--- src/pmi_cfg.svh ---
// Offsets, field positions, reset values and timing counts of the link.
`ifndef PMI_CFG_SVH
`define PMI_CFG_SVH

// Device registers, reached through the device's own register port.
`define PMI_CTL_OFFSET      16'h0032
`define PMI_DCTL_OFFSET     16'h0086
`define PMI_CTL_RESET       16'h0080
`define PMI_DCTL_RESET      16'h0000
`define PMI_CTL_EN_BIT      7
`define PMI_CTL_TXSHIFT_BIT 1
`define PMI_CTL_RXSHIFT_BIT 0
`define PMI_DCTL_TX_LSB     4
`define PMI_DCTL_RX_LSB     0

// Half periods of the link clocks, in ref_clk cycles, per speed.
`define PMI_HALF_10         40
`define PMI_HALF_100        4
`define PMI_HALF_1000       2

// Controller registers on AHB-Lite.
`define PMI_MAC_CTRL_OFF    32'h0000_0000
`define PMI_MAC_TXD_OFF     32'h0000_0004
`define PMI_MAC_STAT_OFF    32'h0000_0008
`define PMI_MAC_RUN_BIT     0
`define PMI_MAC_SPD_LSB     1
`define PMI_MAC_TXERR_BIT   8

`endif

--- src/pmi_mac_end_note.sv ---
// Spare source slot of the MAC end; it holds no logic.

--- src/pmi_pkg.sv ---
// Types shared by both ends of the parallel MAC link.
package pmi_pkg;

    // Link speed; the order gives the two-bit code used in registers.
    typedef enum logic [1:0] {
        PMI_SPD_10,
        PMI_SPD_100,
        PMI_SPD_1000
    } pmi_speed_type;

endpackage // pmi_pkg

--- src/pmi_if.sv ---
// Link wires between the device end and the MAC end.
`timescale 1ns/1ps
interface pmi_if;
    logic       txClk;
    logic [3:0] txData;
    logic       txCtl;
    logic       rxClk;
    logic [3:0] rxData;
    logic       rxCtl;

    // The device drives the receive group, the MAC the transmit group.
    modport device (input txClk, txData, txCtl, output rxClk, rxData, rxCtl);
    modport mac (output txClk, txData, txCtl, input rxClk, rxData, rxCtl);
endinterface // pmi_if

--- src/pmi_device.sv ---
// Device end of the parallel MAC link: receive launcher and transmit capture.
`timescale 1ns/1ps
`include "pmi_cfg.svh"
module pmi_device
    import pmi_pkg::*;
#(
    parameter int HALF_10   = `PMI_HALF_10,
    parameter int HALF_100  = `PMI_HALF_100,
    parameter int HALF_1000 = `PMI_HALF_1000
) (
    // Clock and reset.
    input  wire logic          ref_clk,
    input  wire logic          rst_n,
    // Link pins.
    pmi_if.device              link,
    // Register port.
    input  wire logic [15:0]   regAddr,
    input  wire logic          regWrite,
    input  wire logic [15:0]   regWdata,
    output wire logic [15:0]   regRdata,
    // Straps and mode pins.
    input  wire logic [2:0]    strapTxDelay,
    input  wire logic [2:0]    strapRxDelay,
    input  wire logic          serialEnable,
    input  wire pmi_speed_type linkSpeed,
    // Received bytes to be sent towards the MAC.
    input  wire logic [7:0]    rxByte,
    input  wire logic          rxValid,
    input  wire logic          rxErrIn,
    output wire logic          rxTake,
    // Bytes captured from the MAC.
    output wire logic [7:0]    txByte,
    output wire logic          txStrobe,
    output wire logic          txErr,
    output wire logic          txFrame,
    // Status.
    output wire logic          parallelActive,
    output wire logic [3:0]    txSkew,
    output wire logic [3:0]    rxSkew
);

    // Refuse half periods that the counter cannot hold or that leave no
    // room for the two-flop sampling at the far end.
    if (HALF_10 < 2 || HALF_10 > 255 || HALF_100 < 2 || HALF_100 > 255 ||
        HALF_1000 < 2 || HALF_1000 > 255) begin : g_bad_half
        $error("pmi_device: half periods must lie in 2..255");
    end

    logic [6:0]  pinSync1_q;
    logic [6:0]  pinSync2_q;
    logic        strapTaken_q;
    logic [2:0]  strapTx_q;
    logic [2:0]  strapRx_q;
    logic [15:0] ctl_q;
    logic [15:0] dctl_q;
    logic        dlyFromReg_q;
    logic [15:0] regRdata_q;
    logic        active_q;
    logic [3:0]  txSkew_q;
    logic [3:0]  rxSkew_q;
    logic [7:0]  halfLen;
    logic [7:0]  cnt_q;
    logic        rxClk_q;
    logic        fallNow;
    logic        riseNow;
    logic [3:0]  rxData_q;
    logic        rxCtl_q;
    logic [7:0]  curByte_q;
    logic        curEn_q;
    logic        curErr_q;
    logic        take_q;
    logic [5:0]  linkSync1_q;
    logic [5:0]  linkSync2_q;
    logic [5:0]  linkSync3_q;
    logic        txRise;
    logic        txFall;
    logic [3:0]  loNib_q;
    logic        enBit_q;
    logic [7:0]  txByte_q;
    logic        txStrobe_q;
    logic        txErr_q;
    logic        txFrame_q;

    // Straps and the serial enable are pins, so they pass two flops first.
    // The flops run through reset so that the straps are settled in them
    // by the time reset is released.
    always_ff @(posedge ref_clk) begin
        pinSync1_q <= {serialEnable, strapTxDelay, strapRxDelay};
        pinSync2_q <= pinSync1_q;
    end

    // Straps are caught once, after the synchroniser has filled.
    always_ff @(posedge ref_clk) begin
        if (!rst_n) begin
            strapTaken_q <= 1'b0;
            strapTx_q    <= 3'h0;
            strapRx_q    <= 3'h0;
        end else if (!strapTaken_q) begin
            strapTaken_q <= 1'b1;
            strapTx_q    <= pinSync2_q[5:3];
            strapRx_q    <= pinSync2_q[2:0];
        end
    end

    // Register writes; the strap skew applies until software writes
    // the delay register.
    always_ff @(posedge ref_clk) begin
        if (!rst_n) begin
            ctl_q        <= `PMI_CTL_RESET;
            dctl_q       <= `PMI_DCTL_RESET;
            dlyFromReg_q <= 1'b0;
        end else if (regWrite) begin
            if (regAddr == `PMI_CTL_OFFSET) begin
                ctl_q <= regWdata;
            end
            if (regAddr == `PMI_DCTL_OFFSET) begin
                dctl_q       <= regWdata;
                dlyFromReg_q <= 1'b1;
            end
        end
    end

    // Register read data appears one cycle after the address.
    always_ff @(posedge ref_clk) begin
        if (!rst_n) begin
            regRdata_q <= 16'h0000;
        end else if (regAddr == `PMI_CTL_OFFSET) begin
            regRdata_q <= ctl_q;
        end else if (regAddr == `PMI_DCTL_OFFSET) begin
            regRdata_q <= dctl_q;
        end else begin
            regRdata_q <= 16'h0000;
        end
    end

    // The serial interface wins over the parallel enable.
    always_ff @(posedge ref_clk) begin
        if (!rst_n) begin
            active_q <= 1'b0;
        end else begin
            active_q <= ctl_q[`PMI_CTL_EN_BIT] & ~pinSync2_q[6];
        end
    end

    // Skew in quarter-nanosecond units. The delay line itself is analog,
    // so this block only reports the setting it would apply. A strap step
    // is two quarter steps.
    always_ff @(posedge ref_clk) begin
        if (!rst_n) begin
            txSkew_q <= 4'h0;
            rxSkew_q <= 4'h0;
        end else begin
            if (!ctl_q[`PMI_CTL_TXSHIFT_BIT]) begin
                txSkew_q <= 4'h0;
            end else if (dlyFromReg_q) begin
                txSkew_q <= dctl_q[`PMI_DCTL_TX_LSB +: 4];
            end else begin
                txSkew_q <= {strapTx_q, 1'b0};
            end
            if (!ctl_q[`PMI_CTL_RXSHIFT_BIT]) begin
                rxSkew_q <= 4'h0;
            end else if (dlyFromReg_q) begin
                rxSkew_q <= dctl_q[`PMI_DCTL_RX_LSB +: 4];
            end else begin
                rxSkew_q <= {strapRx_q, 1'b0};
            end
        end
    end

    // Half period per speed. Real rates are 125, 25 and 2.5 MHz; at this
    // reference only their ratio between 10 and 100 is kept.
    always_comb begin
        unique case (linkSpeed)
            PMI_SPD_10:   halfLen = 8'(HALF_10);
            PMI_SPD_100:  halfLen = 8'(HALF_100);
            PMI_SPD_1000: halfLen = 8'(HALF_1000);
            default:      halfLen = 8'(HALF_10);
        endcase
    end

    assign fallNow = (cnt_q == 8'h00) && rxClk_q;
    assign riseNow = (cnt_q == 8'h00) && !rxClk_q && active_q;

    // Receive clock divider. A new speed is only picked up at the end of
    // a phase, so a change stretches or shortens whole phases and never
    // cuts one short into a glitch.
    always_ff @(posedge ref_clk) begin
        if (!rst_n) begin
            cnt_q   <= 8'h00;
            rxClk_q <= 1'b0;
        end else if (cnt_q != 8'h00) begin
            cnt_q <= cnt_q - 8'h01;
        end else begin
            cnt_q <= halfLen - 8'h01;
            if (rxClk_q) begin
                rxClk_q <= 1'b0;
            end else if (active_q) begin
                rxClk_q <= 1'b1;
            end
        end
    end

    // Launcher: data changes on the opposite edge to the one that samples
    // it, giving the far end half a period of setup.
    always_ff @(posedge ref_clk) begin
        if (!rst_n) begin
            rxData_q  <= 4'h0;
            rxCtl_q   <= 1'b0;
            curByte_q <= 8'h00;
            curEn_q   <= 1'b0;
            curErr_q  <= 1'b0;
            take_q    <= 1'b0;
        end else begin
            take_q <= 1'b0;
            if (fallNow) begin
                if (rxValid && active_q) begin
                    curByte_q <= rxByte;
                    curEn_q   <= 1'b1;
                    curErr_q  <= rxErrIn;
                    take_q    <= 1'b1;
                    rxData_q  <= rxByte[3:0];
                    rxCtl_q   <= 1'b1;
                end else begin
                    curEn_q  <= 1'b0;
                    curErr_q <= 1'b0;
                    rxData_q <= 4'h0;
                    rxCtl_q  <= 1'b0;
                end
            end else if (riseNow) begin
                rxData_q <= curByte_q[7:4];
                rxCtl_q  <= curEn_q ^ curErr_q;
            end
        end
    end

    // Transmit pins pass two flops; the third stage keeps the values that
    // stood just before a detected clock edge.
    always_ff @(posedge ref_clk) begin
        if (!rst_n) begin
            linkSync1_q <= 6'h00;
            linkSync2_q <= 6'h00;
            linkSync3_q <= 6'h00;
        end else begin
            linkSync1_q <= {link.txClk, link.txCtl, link.txData};
            linkSync2_q <= linkSync1_q;
            linkSync3_q <= linkSync2_q;
        end
    end

    assign txRise = linkSync2_q[5] && !linkSync3_q[5];
    assign txFall = !linkSync2_q[5] && linkSync3_q[5];

    // Capture: low nibble and enable at the rising edge, high nibble and
    // coded error at the falling edge.
    always_ff @(posedge ref_clk) begin
        if (!rst_n) begin
            loNib_q    <= 4'h0;
            enBit_q    <= 1'b0;
            txByte_q   <= 8'h00;
            txStrobe_q <= 1'b0;
            txErr_q    <= 1'b0;
            txFrame_q  <= 1'b0;
        end else begin
            txStrobe_q <= 1'b0;
            txErr_q    <= 1'b0;
            if (txRise && active_q) begin
                loNib_q <= linkSync3_q[3:0];
                enBit_q <= linkSync3_q[4];
            end else if (txFall && active_q) begin
                txByte_q   <= {linkSync3_q[3:0], loNib_q};
                txStrobe_q <= enBit_q;
                txErr_q    <= enBit_q ^ linkSync3_q[4];
                txFrame_q  <= enBit_q;
            end else if (!active_q) begin
                txFrame_q <= 1'b0;
            end
        end
    end

    assign link.rxClk     = rxClk_q;
    assign link.rxData    = rxData_q;
    assign link.rxCtl     = rxCtl_q;
    assign regRdata       = regRdata_q;
    assign rxTake         = take_q;
    assign txByte         = txByte_q;
    assign txStrobe       = txStrobe_q;
    assign txErr          = txErr_q;
    assign txFrame        = txFrame_q;
    assign parallelActive = active_q;
    assign txSkew         = txSkew_q;
    assign rxSkew         = rxSkew_q;

endmodule // pmi_device

--- src/flat_wrapper.sv ---
// flat-port wrapper written by rule: the top's interface ports become plain ports
module pmi_device_flat import pmi_pkg::*;
#(
    parameter int HALF_10   = `PMI_HALF_10,
    parameter int HALF_100  = `PMI_HALF_100,
    parameter int HALF_1000 = `PMI_HALF_1000
)
  (ref_clk, rst_n, regAddr, regWrite, regWdata, regRdata, strapTxDelay, strapRxDelay, serialEnable, linkSpeed, rxByte, rxValid, rxErrIn, rxTake, txByte, txStrobe, txErr, txFrame, parallelActive, txSkew, rxSkew, link_txClk, link_txData, link_txCtl, link_rxClk, link_rxData, link_rxCtl);
  pmi_if link_i ();
  input  wire logic ref_clk;
  input  wire logic rst_n;
  input  wire logic [15:0] regAddr;
  input  wire logic regWrite;
  input  wire logic [15:0] regWdata;
  output wire logic [15:0] regRdata;
  input  wire logic [2:0] strapTxDelay;
  input  wire logic [2:0] strapRxDelay;
  input  wire logic serialEnable;
  input  wire pmi_speed_type linkSpeed;
  input  wire logic [7:0] rxByte;
  input  wire logic rxValid;
  input  wire logic rxErrIn;
  output wire logic rxTake;
  output wire logic [7:0] txByte;
  output wire logic txStrobe;
  output wire logic txErr;
  output wire logic txFrame;
  output wire logic parallelActive;
  output wire logic [3:0] txSkew;
  output wire logic [3:0] rxSkew;
  input wire logic [$bits(link_i.txClk)-1:0] link_txClk;
  input wire logic [$bits(link_i.txData)-1:0] link_txData;
  input wire logic [$bits(link_i.txCtl)-1:0] link_txCtl;
  output wire logic [$bits(link_i.rxClk)-1:0] link_rxClk;
  output wire logic [$bits(link_i.rxData)-1:0] link_rxData;
  output wire logic [$bits(link_i.rxCtl)-1:0] link_rxCtl;
  assign link_i.txClk = link_txClk;
  assign link_i.txData = link_txData;
  assign link_i.txCtl = link_txCtl;
  assign link_rxClk = link_i.rxClk;
  assign link_rxData = link_i.rxData;
  assign link_rxCtl = link_i.rxCtl;
  pmi_device #(.HALF_10(HALF_10), .HALF_100(HALF_100), .HALF_1000(HALF_1000)) u_core (.ref_clk(ref_clk), .rst_n(rst_n), .link(link_i), .regAddr(regAddr), .regWrite(regWrite), .regWdata(regWdata), .regRdata(regRdata), .strapTxDelay(strapTxDelay), .strapRxDelay(strapRxDelay), .serialEnable(serialEnable), .linkSpeed(linkSpeed), .rxByte(rxByte), .rxValid(rxValid), .rxErrIn(rxErrIn), .rxTake(rxTake), .txByte(txByte), .txStrobe(txStrobe), .txErr(txErr), .txFrame(txFrame), .parallelActive(parallelActive), .txSkew(txSkew), .rxSkew(rxSkew));
endmodule
--- config.mk ---
export PLATFORM = sky130hd
export DESIGN_NAME = pmi_device_flat
export DESIGN_NICKNAME = d
export VERILOG_FILES = /design/src/pmi_mac_end_note.sv /design/src/pmi_pkg.sv /design/src/pmi_if.sv /design/src/pmi_device.sv /design/src/flat_wrapper.sv
export VERILOG_INCLUDE_DIRS = /design/src /design/src/src
export SDC_FILE = /design/constraint.sdc
export NUM_CORES = 1
export LEC_CHECK = 0
export ABC_AREA = 1
export BUFFER_PORTS_ARGS = -buffer_cell sky130_fd_sc_hd__buf_2
export CAP_MARGIN = 15
export CORE_ASPECT_RATIO = 1.5
export CORE_MARGIN = 3
export CORE_UTILIZATION = 25
export DETAILED_ROUTE_END_ITERATION = 10
export GPL_ROUTABILITY_DRIVEN = 0
export PLACE_DENSITY = 0.53
export SLEW_MARGIN = 0
export SYNTH_ARGS = -nofsm -noshare
export SYNTH_HDL_FRONTEND = slang
export SYNTH_SLANG_ARGS = --single-unit
--- constraint.sdc ---
create_clock -name ref_clk -period 2.4 [get_ports ref_clk]
set_clock_uncertainty 0.2 [all_clocks]
set_input_delay 0.24 -clock ref_clk [delete_from_list [all_inputs] [get_ports ref_clk]]
set_output_delay 0.24 -clock ref_clk [all_outputs]
set_load 0.02 [all_outputs]
* After elaboration in Yosys (flattened, before gate mapping)
Index checks and enable logic that the tools add are counted.
** Cells by class
- Divide/modulo/power cells :: 0
- $add $sub $neg :: 2
- Equal/unequal tests :: 5
- Muxes and demuxes :: 18
- Multiply operators :: 0
- Magnitude comparators :: 0
- Reductions and logical operators :: 25
- Shifts and indexed selects :: 0
- Bitwise operators :: 7
** Operator list (number)
- two-way mux 16 bit :: 2
- two-way mux 4 bit :: 5
- == test 16 x 6 -> 1 bit, second input constant :: 1
- == test 16 x 8 -> 1 bit, second input constant :: 1
- AND reduction 2 bit :: 8
- one-hot mux 6 bit (2 select lines) :: 1
- two-way mux 1 bit :: 9
- logical AND 1 bit :: 8
- zero test 8 bit :: 1
- two-way mux 8 bit :: 1
- nonzero test 8 bit :: 1
- subtractor 8 x 1 -> 8 bit, second input constant :: 1
- subtractor 6 x 1 -> 7 bit, second input constant :: 1
- AND reduction 3 bit :: 2
- inverter 1 bit :: 4
- zero test 1 bit :: 3
- OR reduction 3 bit :: 1
- == test 2 x 1 -> 1 bit, second input constant :: 1
- == test 2 bit, second input constant :: 1
- != test 2 bit, second input constant :: 1
- nonzero test 2 bit :: 1
- XOR 1 bit :: 2
- AND 1 bit :: 1
** Storage, ports and cells
- Register bits after elaboration :: 138
- Logic and storage cells :: 88
- Output and inout port bits :: 43
- Bits in latches :: 0
- RAM bits :: 0
- Memories kept :: 0
- Bits in read-only memories :: 0
- Input port bits :: 60

* Depth between registers and ports, before layout
- Word-level depth :: 5
- Mapped depth :: 10
- Depth with buffers taken out :: 9

* Least setup slack after synthesis
No wires, ideal clock.
- Path kind :: register to register
- Start point :: register u_core.cnt_q[0]
- End point :: register u_core.rxData_q[1], in the netlist u_core.link.rxData[1]
- Arrival time :: 1.223 ns
- Path buffers :: 1
- Period minus slack after synthesis :: 1.539 ns
- Setup time :: 0.116 ns
- Cell stages (with the launch flop) :: 11
- Setup slack :: 0.861 ns
- Data required time :: 2.084 ns
- Cell sequence :: dfxtp_1 > inv_1 > ha_1 > nand2_1 > nor2_2 > buf_4 > nand2_2 > nand2_1 > nand2_1 > nor2_1 > nor2_1
** On the way
- Word-level cells in the longest chain between the ends :: 4
- Elaborated cells on any way between the ends :: 6
- Classes of those cells :: 1 x mux; 5 x reduce/logical
** Ends and longest elaborated chain
- start, declared :: RTL line pmi_device.sv:62 : logic [7:0] cnt_q;
- start signal, assigned :: RTL line pmi_device.sv:192 : cnt_q <= cnt_q - 8'h01;
- start signal, assigned :: RTL line pmi_device.sv:194 : cnt_q <= halfLen - 8'h01;
- zero test 8 bit (*) :: RTL line pmi_device.sv:181, pmi_device.sv:182
- logical AND 1 bit (2 in series) :: RTL line pmi_device.sv:182 : assign riseNow = (cnt_q == 8'h00) && !rxClk_q && active_q;
- nonzero test 2 bit (no source line)
- end signal, assigned :: RTL line pmi_device.sv:221 : rxData_q <= rxByte[3:0];
- end signal, assigned :: RTL line pmi_device.sv:230 : rxData_q <= curByte_q[7:4];
- end, declared :: RTL line pmi_device.sv:66 : logic [3:0] rxData_q;
Every way passes the cells marked *; elsewhere a longest branch is shown, timed or not.
A chain may end at the register's enable or synchronous reset.

* Worst setup path in the final report
- Start point :: input regAddr[4]
- End point :: register u_core.dctl_q[3]
** On the way
- Word-level cells in the longest chain between the ends :: 2
** Ends and longest elaborated chain
- start, declared :: RTL line flat_wrapper.sv:12 : input wire logic [15:0] regAddr;
- == test 16 x 8 -> 1 bit (no source line)
- AND reduction 2 bit (no source line)
- end signal, assigned :: RTL line pmi_device.sv:110 : dctl_q <= `PMI_DCTL_RESET;
- end signal, assigned :: RTL line pmi_device.sv:117 : dctl_q <= regWdata;
- end, declared :: RTL line pmi_device.sv:55 : logic [15:0] dctl_q;
No other way between the ends.

==> metrics.md <==
| Metric | Value |
|---|---|
| Final Cycle Share | between 80% and 90% |
| Setup CP Type | input pin to flop |
| CP startpoint kind | input pin |
| Via Count | about 4.2k |
| Max Cap Viol | 0 |
| Final nets | 800 |
| Clock sinks | about 130 |
| Slowest-stage cell, CP | dlygate4sd3_1 |
| Max IR drop VDD | about 440 µV |
| Post-Synthesis Cells | 595 |
| Synthesis-to-layout area growth | 36.48% |
| Crit path DAT | ~2.1 ns |
| CTS tree | done |
| Initial antenna violation count | 0 |
| Syn nets | roughly 660 |
| Total CTS buffers | 17 |
| Fin. max-slew vios | 0 |
| Drc violations | 0 |
| Sequential area share after synthesis | ~56% |
| Relative max-transition margin | about 52% |
| Status | finished, final reports clean |
| Least-Margin Pin Slew | a little over 0.7 ns |
| # port buffers | around 100 |
| Core area | about 19000 µm² |
| Area contributors post-synth | dfxtp_1 (56%), nor2_1 (8.7%), nand2_1 (8.1%), inv_1 (4.4%), nand3_1 (4.3%) |
| Hold EP | u_core.curByte_q[4] |
| H-tree levels | 4 |
| Share of cells above drive strength 1 | between 20% and 30% |
| Critical Path End Type | flop |
| Hold_sp | rxValid |
| R2r endpoint | u_core.link.rxData[0] |
| Final Routed Wirelength | 12.09 mm |
| Critical path data required time | about 2.5 ns |
| Synthesized area | approximately 4800 µm² |
| Root Driver | clkbuf_16 |
| 1st-iter DRT viols | 260 |
| Post-synth EDFFs | 0 |
| Worst path max stage delay | around 0.56 ns |
| Post_cts resized | 0 |
| Hold slack | around 0.064 ns |
| RSZ-0062 raised after global routing | false |
| Most frequent cell after synthesis | dfxtp_1 |
| Pin count of the biggest net entering global routing | just under 50 |
| Min Tclk post-route | around 2.0 ns |
| CTS Buffer Depth | 2 |
| Drt first pass iters | 4 |
| CP Cell Sequence | buf_2, nor2_1, nand3b_1, nor2_4, nand3_4, nor2_1, nor2_1, dlygate4sd3_1 |
| Most frequent cells after synthesis | dfxtp_1 (134), nor2_1 (111), nand2_1 (104) |
| CP Max Fanout | 33 |
| Tot Pwr | 5.539 mW |
| Synth Area per Inst | 8.052 µm² |
| Diode count | 0 |
| Worst path bufs/invs | 2 |
| Fmax | between 500 and 600 MHz |
| Hold crit path type | input pin to flop |
| Vias per Instance | 4.144 |
| R2R cell count | 8 |
| FP Rows | 61 |
| Async set-or-reset flop fraction in the synthesized netlist | 0% |
| # setup viols final | 0 |
| Post-DP HPWL | just over 8 mm |
| Die Area | between 20000 and 25000 µm² |
| Ports | between 100 and 150 |
| Synth Flop Type | dfxtp_1 |
| Pwr dens | ~850 nW/µm² |
| Cell leakage power | between 3 and 4 nW |
| Crit path top cell by count | nor2_1 |
| Total negative slack | 0 ns |
| Yosys warnings | 0 |
| Clk pin slew, worst setup/hold paths | 0.07 ns |
| Count of cell types in the netlist | 27 |
| Die X | around 120 µm |
| WL per Instance | about 12 µm |
| R2r setup slk | roughly 0.47 ns |
| Remaining antenna violation count | 0 |
| Grt ovf | 0 |
| Number of global-route vias before repair | between 4k and 5k |
| Hold depth | 5 |
| R2R Path Start | u_core.cnt_q[0] |
| GRT Total Usage | around an eighth |
| Synthesized flop and latch total | approximately 130 |
| Area leader, netlist | dfxtp_1 |
| Die Y | 175.5 µm |
| Top cell type's share of synthesized area | around 56% |
| Fillers | a little under 2k |
| First-pass GRT wire length | between 20 and 25 mm |
| Crit-path leading delay family | simple AND/OR/NAND/NOR gates |
| Hold Vio Cnt, Final | 0 |
| Starting Density | between 20% and 30% |
| Worst skew pair latency | approximately 0.41 ns |
[timing repair]
item | in CTS | in global routing
setup buffers | 0 | 0
hold endpoints to repair | 58 | 0
hold buffers | 43 | 0
[layout by cell type, fill, tap and decap left out, types with 5 or more instances in the layout]
cell           count
buf_2            102
o21ai_0           27
clkbuf_16         17
nand3_1           41
a21oi_1           39
inv_1             56
inv_6              5
nor2_1           111
dlygate4sd3_1     43
nand4_1           23
a211oi_1           6
nand2_1          104
dfxtp_1          134
xnor2_1            5
inv_8              7
buf_4              8
[how the worst max path moves through the flow]
stage,startpoint,end,slack (ns),cells after the start
after CTS,u_core.cnt_q[0],u_core.link.rxData[0],0.45,8
after global routing,u_core.cnt_q[1],u_core.link.rxData[0],0.19,8
final,regAddr[4],u_core.dctl_q[3],0.44,8
after detailed placement,u_core.cnt_q[0],u_core.link.rxData[0],0.46,8
after floorplan,u_core.cnt_q[0],u_core.link.rxData[1],0.86,10
after global placement,u_core.cnt_q[0],u_core.link.rxData[3],0.48,8
[worst reg2reg max path, stage by stage, from the launching register on]
cell,delay (ns)
dfxtp_1,0.32
inv_1,0.06
ha_1,0.21
nand2_1,0.08
nor2_2,0.24
nand3_1,0.39
nor2_1,0.20
nor2_1,0.06
nor2_1,0.10
[power breakdown]
part / total (mW) / internal, mW / switching (mW)
clock: 2.54 / 1.39 / 1.15
combinational: 0.585 / 0.257 / 0.329
sequential: 2.41 / 2.33 / 0.0764
total: 5.54 / 3.98 / 1.56
[area by class of cell]
cell class                      instances  area [µm²]  share of cell area, %
Clock inverter                         15       151.4                  2.315
Inverter                               57       214.0                  3.272
Multi-Input combinational cell        374        1729                  26.44
Clock buffer                           17       425.4                  6.506
Sequential cell                       134        2683                  41.03
Timing Repair Buffer                  154        1021                  15.61
Tap cell                              252       315.3                  4.822
[flip-flops by register name (all words and copies together), names as in the netlist, 4 cells and up, named ones only]
name	count
u_core.linkSync2_q	6
u_core.ctl_q	16
u_core.cnt_q	7
u_core.pinSync1_q	7
u_core.txSkew	4
u_core.regRdata	16
u_core.dctl_q	16
u_core.pinSync2_q	7
u_core.curByte_q	4
u_core.txByte	8
u_core.link.rxData	4
u_core.linkSync3_q	6
u_core.rxSkew	4
u_core.linkSync1_q	6
u_core.loNib_q	4
[logic make-up (layout without fill, tap and decap cells)]
kind of cell,after synthesis,after routing,share of synthesized area [%]
simple gates,292,292,26.33
flops,134,134,55.99
buf+inv,87,243,7.913
compound gates,73,73,7.966
xor+xnor,7,7,1.280
fa+ha+maj,2,2,0.5222
[per-stage QoR]
| stage | instance area, µm² | setup slack, ns | utilization (%) | std cells |
|---|---|---|---|---|
| 3_5_place_dp | 5532 | 0.4637 | 29.58 | 928 |
| 5_1_grt | 6539 | 0.1897 | 34.97 | 1003 |
| 6_report | 6539 | 0.4390 | 34.97 | 1003 |
| 4_1_cts | 6539 | 0.4537 | 34.97 | 1003 |
| 2_1_floorplan | 4791 | 0.8611 | - | 595 |
| 3_3_place_gp | 5532 | 0.4794 | 29.58 | 928 |
[per-layer routing]
| metal | GRT usage [%] | wire length [µm] |
|---|---|---|
| met5 | 0 | 0 |
| met4 | 4.833 | 283 |
| met3 | 2.610 | 359 |
| met2 | 21.89 | 6260 |
| met1 | 13.44 | 5191 |
Note: power is estimated with default switching activity, not from simulation.
